==> src/framer_status_pkg.sv <==
/*
 * Constants for the framer status and interrupt mask block.
 * Assumes an 8-bit parallel control port with 8-bit register addresses.
 */
package framer_status_pkg;

    // ************************************************************
    // Register addresses
    // ************************************************************
    localparam logic [7:0] FRAMER_A_EVENT_MASK_ONE_ADDR = 8'h7f;
    localparam logic [7:0] FRAMER_B_EVENT_STATUS_TWO_ADDR = 8'hc1;
    localparam logic [7:0] FRAMER_B_EVENT_MASK_ONE_ADDR = 8'hff;

    // ************************************************************
    // Reset values
    // ************************************************************
    localparam logic [7:0] MASK_RESET = 8'h00;
    localparam logic [7:0] STATUS_RESET = 8'h00;
    localparam logic [7:0] RDATA_RESET = 8'h00;

    // ************************************************************
    // Status two field positions
    // ************************************************************
    localparam int unsigned RX_MULTIFRAME_BIT = 7;
    localparam int unsigned TX_MULTIFRAME_BIT = 6;
    localparam int unsigned ONE_SECOND_BIT = 5;
    localparam int unsigned RX_LINK_FULL_BIT = 4;
    localparam int unsigned TX_LINK_EMPTY_BIT = 3;
    localparam int unsigned RX_LINK_MATCH_BIT = 2;
    localparam int unsigned RX_LINK_ABORT_BIT = 1;
    localparam logic [7:0] STATUS_TWO_USED = 8'hfe;

    // ************************************************************
    // Mask one field positions
    // ************************************************************
    localparam int unsigned LOOP_UP_BIT = 7;
    localparam int unsigned LOOP_DOWN_BIT = 6;
    localparam int unsigned TX_CLOCK_LOST_BIT = 5;
    localparam int unsigned SPARE_CODE_BIT = 4;
    localparam int unsigned RX_BLUE_BIT = 3;
    localparam int unsigned RX_YELLOW_BIT = 2;
    localparam int unsigned CARRIER_LOSS_BIT = 1;
    localparam int unsigned RX_SYNC_LOSS_BIT = 0;

    // ************************************************************
    // Link abort detection
    // ************************************************************
    localparam logic [3:0] ABORT_ONES = 4'h8;
    localparam logic [3:0] ONES_RESET = 4'h0;

    // ************************************************************
    // Port synchroniser reset: strobes idle high, rest low
    // ************************************************************
    localparam logic [18:0] PORT_SYNC_RESET = 19'h7_0000;

endpackage

==> src/link_monitor.sv <==
/*
 * Receive data link monitor: byte match against two values and
 * detection of eight consecutive ones.
 * Assumes link bits and bytes arrive as core_clk-synchronous valids.
 */
`timescale 1ns/1ps
module link_monitor (
    input wire logic core_clk,
    input wire logic sys_rst,
    input wire logic rx_link_bit,
    input wire logic rx_link_bit_valid,
    input wire logic [7:0] rx_link_byte,
    input wire logic rx_link_byte_valid,
    input wire logic [7:0] link_match_value_first,
    input wire logic [7:0] link_match_value_second,
    output logic match_pulse,
    output logic abort_pulse
);

    logic [3:0] ones_count;

    // ************************************************************
    // Byte match
    // ************************************************************
    // Either match value
    always_ff @(posedge core_clk) begin
        if (sys_rst) begin
            match_pulse <= 1'b0;
        end else begin
            match_pulse <= rx_link_byte_valid &&
                ((rx_link_byte == link_match_value_first) ||
                 (rx_link_byte == link_match_value_second));
        end
    end

    // ************************************************************
    // Consecutive ones
    // ************************************************************
    // Eight ones abort
    always_ff @(posedge core_clk) begin
        if (sys_rst) begin
            ones_count <= framer_status_pkg::ONES_RESET;
            abort_pulse <= 1'b0;
        end else begin
            abort_pulse <= 1'b0;
            if (rx_link_bit_valid) begin
                if (!rx_link_bit) begin
                    ones_count <= framer_status_pkg::ONES_RESET;
                end else if (ones_count != framer_status_pkg::ABORT_ONES) begin
                    ones_count <= ones_count + 4'h1;
                    abort_pulse <= (ones_count == framer_status_pkg::ABORT_ONES - 4'h1);
                end
            end
        end
    end

endmodule

==> src/framer_status_interrupt_masks.sv <==
/*
 * Framer B second status register and first interrupt masks of
 * framers A and B, reached through the parallel control port.
 * Assumes event inputs are core_clk pulses from framer logic and
 * port pins are asynchronous and held stable around each strobe.
 */
// Notes on behaviour
// - Framer B status two: seven event flags, bit 0 unassigned reads zero.
// - Bit 3 sets when the transmit link buffer empties.
// - Bit 2 sets when received link byte equals either match value.
// - Framer A mask one: per-bit enable of status one, 0 masks.
// - Framer B mask one: same layout and encoding as framer A.
// - Mask bit 7 gates loop-up, bit 6 loop-down detection.
// - Bits 5..1 gate clock loss, spare, blue, yellow, carrier loss.
// - Mask bit 0 gates receive sync loss.
`timescale 1ns/1ps
module framer_status_interrupt_masks (
    input wire logic core_clk,
    input wire logic sys_rst,
    input wire logic port_cs_n,
    input wire logic port_rd_n,
    input wire logic port_wr_n,
    input wire logic [7:0] port_addr,
    input wire logic [7:0] port_data_in,
    output logic [7:0] port_data_out,
    output logic port_data_oe,
    input wire logic rx_multiframe_edge,
    input wire logic tx_multiframe_edge,
    input wire logic one_second_tick,
    input wire logic rx_link_full_event,
    input wire logic tx_link_empty_event,
    input wire logic rx_link_bit,
    input wire logic rx_link_bit_valid,
    input wire logic [7:0] rx_link_byte,
    input wire logic rx_link_byte_valid,
    input wire logic [7:0] link_match_value_first,
    input wire logic [7:0] link_match_value_second,
    input wire logic [7:0] framer_a_status_one,
    input wire logic [7:0] framer_b_status_one,
    input wire logic [7:0] framer_b_mask_two,
    output logic irq_n
);

    logic [18:0] port_sync1;
    logic [18:0] port_sync2;
    logic wr_prev;
    logic rd_prev;
    logic wr_active;
    logic rd_active;
    logic wr_stb;
    logic rd_stb;
    logic [7:0] addr_s;
    logic [7:0] wdata_s;
    logic [7:0] framer_a_event_mask_one;
    logic [7:0] framer_b_event_mask_one;
    logic [7:0] framer_b_event_status_two;
    logic [7:0] status_set;
    logic [7:0] status_clr;
    logic [7:0] next_status;
    logic match_pulse;
    logic abort_pulse;
    logic next_irq;

    // ************************************************************
    // Port synchroniser
    // ************************************************************
    always_ff @(posedge core_clk) begin
        if (sys_rst) begin
            port_sync1 <= framer_status_pkg::PORT_SYNC_RESET;
            port_sync2 <= framer_status_pkg::PORT_SYNC_RESET;
        end else begin
            port_sync1 <= {port_cs_n, port_rd_n, port_wr_n, port_addr, port_data_in};
            port_sync2 <= port_sync1;
        end
    end

    assign wr_active = !port_sync2[18] && !port_sync2[16];
    assign rd_active = !port_sync2[18] && !port_sync2[17];
    assign addr_s = port_sync2[15:8];
    assign wdata_s = port_sync2[7:0];
    assign wr_stb = wr_active && !wr_prev;
    assign rd_stb = rd_active && !rd_prev;

    always_ff @(posedge core_clk) begin
        if (sys_rst) begin
            wr_prev <= 1'b0;
            rd_prev <= 1'b0;
        end else begin
            wr_prev <= wr_active;
            rd_prev <= rd_active;
        end
    end

    // ************************************************************
    // Mask registers
    // ************************************************************
    // Framer A mask write
    always_ff @(posedge core_clk) begin
        if (sys_rst) begin
            framer_a_event_mask_one <= framer_status_pkg::MASK_RESET;
        end else if (wr_stb && addr_s == framer_status_pkg::FRAMER_A_EVENT_MASK_ONE_ADDR) begin
            framer_a_event_mask_one <= wdata_s;
        end
    end

    always_ff @(posedge core_clk) begin
        if (sys_rst) begin
            framer_b_event_mask_one <= framer_status_pkg::MASK_RESET;
        end else if (wr_stb && addr_s == framer_status_pkg::FRAMER_B_EVENT_MASK_ONE_ADDR) begin
            framer_b_event_mask_one <= wdata_s;
        end
    end

    // ************************************************************
    // Link monitor
    // ************************************************************
    link_monitor u_link_monitor (
        .core_clk(core_clk),
        .sys_rst(sys_rst),
        .rx_link_bit(rx_link_bit),
        .rx_link_bit_valid(rx_link_bit_valid),
        .rx_link_byte(rx_link_byte),
        .rx_link_byte_valid(rx_link_byte_valid),
        .link_match_value_first(link_match_value_first),
        .link_match_value_second(link_match_value_second),
        .match_pulse(match_pulse),
        .abort_pulse(abort_pulse)
    );

    // ************************************************************
    // Status two, sticky, cleared on read, set wins
    // ************************************************************
    always_comb begin
        status_set = 8'h00;
        status_set[framer_status_pkg::RX_MULTIFRAME_BIT] = rx_multiframe_edge;
        status_set[framer_status_pkg::TX_MULTIFRAME_BIT] = tx_multiframe_edge;
        status_set[framer_status_pkg::ONE_SECOND_BIT] = one_second_tick;
        status_set[framer_status_pkg::RX_LINK_FULL_BIT] = rx_link_full_event;
        status_set[framer_status_pkg::TX_LINK_EMPTY_BIT] = tx_link_empty_event;
        status_set[framer_status_pkg::RX_LINK_MATCH_BIT] = match_pulse;
        status_set[framer_status_pkg::RX_LINK_ABORT_BIT] = abort_pulse;
        status_clr = 8'h00;
        if (rd_stb && addr_s == framer_status_pkg::FRAMER_B_EVENT_STATUS_TWO_ADDR) begin
            status_clr = framer_b_event_status_two;
        end
        next_status = ((framer_b_event_status_two & ~status_clr) | status_set)
            & framer_status_pkg::STATUS_TWO_USED;
    end

    always_ff @(posedge core_clk) begin
        if (sys_rst) begin
            framer_b_event_status_two <= framer_status_pkg::STATUS_RESET;
        end else begin
            framer_b_event_status_two <= next_status;
        end
    end

    // ************************************************************
    // Read data
    // ************************************************************
    always_ff @(posedge core_clk) begin
        if (sys_rst) begin
            port_data_out <= framer_status_pkg::RDATA_RESET;
            port_data_oe <= 1'b0;
        end else begin
            port_data_oe <= rd_active;
            if (rd_stb) begin
                unique case (addr_s)
                    framer_status_pkg::FRAMER_A_EVENT_MASK_ONE_ADDR:
                        port_data_out <= framer_a_event_mask_one;
                    framer_status_pkg::FRAMER_B_EVENT_STATUS_TWO_ADDR:
                        port_data_out <= framer_b_event_status_two;
                    framer_status_pkg::FRAMER_B_EVENT_MASK_ONE_ADDR:
                        port_data_out <= framer_b_event_mask_one;
                    default:
                        port_data_out <= framer_status_pkg::RDATA_RESET;
                endcase
            end
        end
    end

    // ************************************************************
    // Interrupt
    // ************************************************************
    // Gated event sum
    assign next_irq = (|(framer_a_status_one & framer_a_event_mask_one))
        || (|(framer_b_status_one & framer_b_event_mask_one))
        || (|(framer_b_event_status_two & framer_b_mask_two
              & framer_status_pkg::STATUS_TWO_USED));

    always_ff @(posedge core_clk) begin
        if (sys_rst) begin
            irq_n <= 1'b1;
        end else begin
            irq_n <= !next_irq;
        end
    end
endmodule

==> config.mk <==
export PLATFORM = sky130hd
export DESIGN_NAME = framer_status_interrupt_masks
export DESIGN_NICKNAME = d
export VERILOG_FILES = /design/src/framer_status_pkg.sv /design/src/link_monitor.sv /design/src/framer_status_interrupt_masks.sv
export SDC_FILE = /design/constraint.sdc
export NUM_CORES = 1
export LEC_CHECK = 0
export ABC_AREA = 1
export BUFFER_PORTS_ARGS = -buffer_cell sky130_fd_sc_hd__buf_4
export CAP_MARGIN = 5
export CORE_ASPECT_RATIO = 1.1
export CORE_UTILIZATION = 55
export DETAILED_ROUTE_END_ITERATION = 16
export GPL_ROUTABILITY_DRIVEN = 0
export PLACE_DENSITY = 0.92
export REMOVE_ABC_BUFFERS = 1
export SLEW_MARGIN = 20
export SYNTH_ARGS = -nofsm -noshare
export SYNTH_HDL_FRONTEND = slang
export SYNTH_HIERARCHICAL = 1
export SYNTH_SLANG_ARGS = --single-unit
==> constraint.sdc <==
create_clock -name core_clk -period 2.5 [get_ports core_clk]
set_clock_uncertainty 0.2 [all_clocks]
set_input_delay 0.375 -clock core_clk [delete_from_list [all_inputs] [get_ports core_clk]]
set_output_delay 0.375 -clock core_clk [all_outputs]
set_load 0.03 [all_outputs]
# Word-level counts from Yosys, hierarchy flattened
# Cells that the tools add are included.
[op_classes] n_addsub=1 n_reduce_logical=22 mux=4 n_eq_ne=8 bitwise_logic=9
[ops] operator="AND 8 bit" n=4
[ops] operator="case mux 8 bit (3 select lines)" n=1
[ops] operator="equality test 8 bit" n=2
[ops] operator="equality test 8 bit (second input constant)" n=2
[ops] operator="OR reduction 8 bit" n=2
[ops] operator="equality test 8 x 7 -> 1 bit (second input constant)" n=1
[ops] operator="logical AND 1 bit" n=8
[ops] operator="two-way mux 4 bit" n=2
[ops] operator="two-way mux 8 bit" n=1
[ops] operator="NOT 8 bit" n=1
[ops] operator="OR 8 bit" n=1
[ops] operator="OR reduction 7 bit" n=1
[ops] operator="zero test 1 bit" n=6
[ops] operator="adder 4 x 1 -> 4 bit (second input constant)" n=1
[ops] operator="equality test 4 x 3 -> 1 bit (second input constant)" n=1
[ops] operator="!= test 4 bit (second input constant)" n=1
[ops] operator="OR reduction 4 bit" n=1
[ops] operator="logical OR 1 bit" n=3
[ops] operator="NOT 1 bit" n=3
[ops] operator="!= test 2 x 1 -> 1 bit (second input constant)" n=1
[ops] operator="AND reduction 2 bit" n=1
[word_totals] output_inout_bits=10 ff_bits=79 inputBits=77

# Longest topological paths before layout
[logic_depth] word_depth=8 ltp_mapped=8 depth_no_buf=7

# By module
# The synthesis kept the hierarchy.
[modules_own_cells] module="framer_status_interrupt_masks" area_per_inst_um2=2606.2 n_inst=1 cells_each=332
[modules_own_cells] module="link_monitor" area_per_inst_um2=536.8 n_inst=1 cells_each=91

# Least setup slack after synthesis
# No wires, ideal clock.
[synth_timing] path_kind="reg2reg" from="register, netlist name port_data_oe" to="register framer_b_event_status_two[4]" path_stages_with_launch=5 path_slack_ns=0.982 setup_time_ns=0.128 arrival_ns=1.191 t_required_ns=2.172 synth_period_minus_slack_ns=1.518 cell_sequence="dfxtp_1 -> nor3_2 -> nand3_2 -> a21oi_1 -> nor2_1"
[synth_lines] item="end signal: assignment" line_no="framer_status_interrupt_masks.sv:152" rtl="framer_b_event_status_two <= framer_status_pkg::STATUS_RESET;"
[synth_lines] item="end signal: assignment" line_no="framer_status_interrupt_masks.sv:154" rtl="framer_b_event_status_two <= next_status;"
[synth_lines] item="end: declaration" line_no="framer_status_interrupt_masks.sv:56" rtl="logic [7:0] framer_b_event_status_two;"

# Worst setup path in the final report
[layout_timing] from="register port_sync2[15]" to="register framer_b_event_mask_one[2]"
[layout_between] elab_chain_cells=2
[layout_rtl] item="start: declaration" line_no="framer_status_interrupt_masks.sv:45" rtl="logic [18:0] port_sync2;"
[layout_rtl] item="start signal: assignment" line_no="framer_status_interrupt_masks.sv:70" rtl="port_sync2 <= framer_status_pkg::PORT_SYNC_RESET;"
[layout_rtl] item="start signal: assignment" line_no="framer_status_interrupt_masks.sv:73" rtl="port_sync2 <= port_sync1;"
[layout_rtl] item="equality test 8 bit" line_no="framer_status_interrupt_masks.sv:109" rtl="end else if (wr_stb && addr_s == framer_status_pkg::FRAMER_B_EVENT_MASK_ONE_ADDR) begin"
[layout_rtl] item="logical AND 1 bit" line_no="framer_status_interrupt_masks.sv:109"
[layout_rtl] item="end signal: assignment" line_no="framer_status_interrupt_masks.sv:108" rtl="framer_b_event_mask_one <= framer_status_pkg::MASK_RESET;"
[layout_rtl] item="end signal: assignment" line_no="framer_status_interrupt_masks.sv:110" rtl="framer_b_event_mask_one <= wdata_s;"
[layout_rtl] item="end: declaration" line_no="framer_status_interrupt_masks.sv:55" rtl="logic [7:0] framer_b_event_mask_one;"
# Every way passes these cells.
# A chain may end at the register's enable or synchronous reset.

==> results.ini <==
[worst_setup_path]
path_common_cell=nand2_1
critPathArrivalTime_ns=1.90
worst_setup_path_startpoint=port_sync2[15]
number_of_cell_instances_on_the_worst_register_to_register_path=6
worst_ep_required_time_ns=2.50
timing.critical_path.fanout_max=10
critical-path-slowest-cell=and2_1
critPathMaxStageDelay_ns=0.44
timing.rr.start=port_sync2[15]
crit_chain=nand2_1 > nor2_2 > and2_1 > nand2_2 > nand2_1 > a21oi_1
start_kind=flop
cp-end-kind=flop
worstSetupPathType=reg2reg

[yosys]
syn_area_per_cell_um2=7.43
asyncSetResetFlopFracSynth_pct=0
synthMostInstantiatedCell=nand2_1
synth.cell_area_um2=3140
synth_seq_area_share_pct=49.7
synth_largest_type_area_fraction_pct=49.7
synth_warnings=6
synth_area_leader_cell=dfxtp_1
synth-edff-count=0
ys_top_cells_by_count=92 x nand2_1, 78 x dfxtp_1, 65 x inv_1, 50 x nor2_1, 42 x nand3_1
postSynthCellCount=423
synth_seq_cells=78
netlist-cell-type-count=28
dominantRegCellSynth=dfxtp_1
synth_top_cells_by_area=dfxtp_1 50%, nand2_1 11%, inv_1 7.8%

[floorplanning]
horiz_die_dim_um=74.1
die-area_um2=6020
num_rows=28
core-area_um2=5430
pin_count=87
starting_density_of_the_core_pct=57.9
die-height_um=81.3

[timing]
worst-slew-pin-transition_ns=0.600
timing.final.max_slew_violations=0
hold_violations=0
timing.final.crit_period_ns=1.89
layout_worst_path_cycle_share_pct=75.7
slew-limit-headroom_pct=60.0
setup_tns_ns=0
setup_viol=0
unrepaired_setup_endpoints_after_global_routing=no
maxClockFrequency_mhz=528

[grt]
grt-ovfl-total=0
antenna_violations_before_repair=0
via_count_of_the_first_global_routing_pass=2666
global_route_wire_length_before_repair_mm=11.2
grt_start_max_net_pins=68
grt.total_usage_pct=25.1

[min_path]
timing.hold.worst_path_depth=3
class_of_the_worst_hold_path=in2reg
hold_startpoint=port_data_in[2]

[placement]
hpwlAfterDp_mm=5.24
port-buffer-count=85
placed_cells=574

[final_layout]
nFillCells=390
final_layout_size_suffix_gt1_share_pct=22.5
final_net_count=592
flow.area_growth_from_synthesis_pct=29.3
insertedDiodeCount=0
instances_no_fill=591

[power_and_ir_drop]
cellPowerDensity_nw_per_um2=614
report.power.total_mw=2.49
power.leakage_nw=1.83
peakVddDrop_v=0.000499

[cts]
cts_made_buffers=9
clk_sink_count=78
clk_transition_reported_paths_ns=0.08
clk_path_buf_depth=2
ctsRootBufferMaster=clkbuf_8
cts_htree_levels=3
cts_tree=yes
cts-resized-gates=0
clk_latency_ns=0.35

[flow_run]
max_cap_violations=0

[detailed_routing]
post_drt_via_cell_ratio=5.02
postRouteAntennaNets=0
drt_first_pass_iters=7
route.final.wire_length_mm=7.00
first_iter_violations=221
detail_route.drc_violations=0
drt-wirelength-per-cell_um=11.8
dr_total_vias=2967

[status]
run_status=finished, final reports clean

-- metrics by stage --
step / hold WS, ns / worst slack [ns] / instance area (um2) / util, %
after global routing: 0.0175 / 0.435 / 4060 / 74.8
after detailed placement: 0.194 / 0.693 / 3830 / 70.6
after floorplan: 0.188 / 0.948 / 3090 / -
after global placement: 0.192 / 0.753 / 3830 / 70.6
after CTS: 0.0122 / 0.633 / 4060 / 74.8
final: 0.0220 / 0.607 / 4060 / 74.8
-- cells in the final DEF, fill, tap and decap left out --
master,n
nand3_1,42
nor3_1,2
nor4_1,1
clkinv_4,1
nor2_4,1
clkbuf_1,1
buf_4,86
xnor2_1,10
nand3_2,3
nor3_4,1
inv_1,65
ha_1,2
a21oi_1,37
or2_2,6
o21ai_1,2
clkinv_2,1
nor2_2,2
o21ai_0,8
clkbuf_8,9
inv_2,1
or2_1,1
nand4_1,5
o21ai_2,1
nand2_2,1
nor2_1,50
bufinv_16,2
dfxtp_1,78
nor3_2,1
nand2_1,92
and2_1,1
dlygate4sd3_1,3
-- routing by layer --
metal / wire, um / global-route usage (%) / vias up
li1: - / - / 1494
met1: 2710 / 26.7 / 1314
met2: 3600 / 43.7 / 133
met3: 429 / 6.95 / 26
met4: 257 / 14.8 / 0
met5: 0 / 0 / -
-- worst max-delay path, delay by kind of cell, from the launching register on --
kind,cells,cell delay (ns)
AO/OA/AOI/OAI,1,0.06
flip-flops,1,0.34
AND/OR/NAND/NOR,5,1.14
-- registers in the layout (all words and copies together) (netlist names) --
register                    cells
port_sync1                     19
port_sync2                     19
framer_a_event_mask_one         8
framer_b_event_mask_one         8
port_data_out                   8
framer_b_event_status_two       7
u_link_monitor/ones_count       4
irq_n                           1
port_data_oe                    1
u_link_monitor/abort_pulse      1
u_link_monitor/match_pulse      1
wr_prev                         1
-- kinds of logic (layout without fill, tap and decap cells) --
logic type | after synthesis | after routing | synth area share (%)
AO/OA/AOI/OAI | 48 | 48 | 7.76
XOR/XNOR | 10 | 10 | 2.79
adder cells (fa/ha/maj) | 2 | 2 | 0.796
buffers and inverters | 76 | 169 | 9.47
flip-flops | 78 | 78 | 49.7
AND/OR/NAND/NOR | 209 | 209 | 29.5
-- report_power, final --
part / switching [mW] / internal [mW] / leakage (nW)
Combinational: 0.0980 / 0.123 / 1.09
Clock: 0.422 / 0.551 / 0.102
Sequential: 0.0197 / 1.28 / 0.639
-- worst paths after layout --
path	slack (ns)	end
worst max-delay path	0.61	framer_b_event_mask_one[2]
worst min-delay path	0.02	port_sync1[2]
worst max register to register	0.61	framer_b_event_mask_one[2]
worst min register to register	0.20	port_sync2[6]
-- final cells by class --
| class | count | area (um2) | share of cell area (%) |
|---|---|---|---|
| clock inverters | 4 | 73.8 | 1.82 |
| clock buffers | 10 | 128 | 3.14 |
| well taps | 75 | 93.8 | 2.31 |
| repair buffers | 89 | 676 | 16.6 |
| inverters | 66 | 248 | 6.10 |
| multi-input cells | 269 | 1280 | 31.6 |
| flip-flops and latches | 78 | 1560 | 38.4 |
-- what timing repair did --
action                                 4_1_cts  5_1_grt
hold buffers                                 3        0
endpoints found under the hold margin        3        0
buffers inserted                             0        0
(Power assumes the default switching activity.)
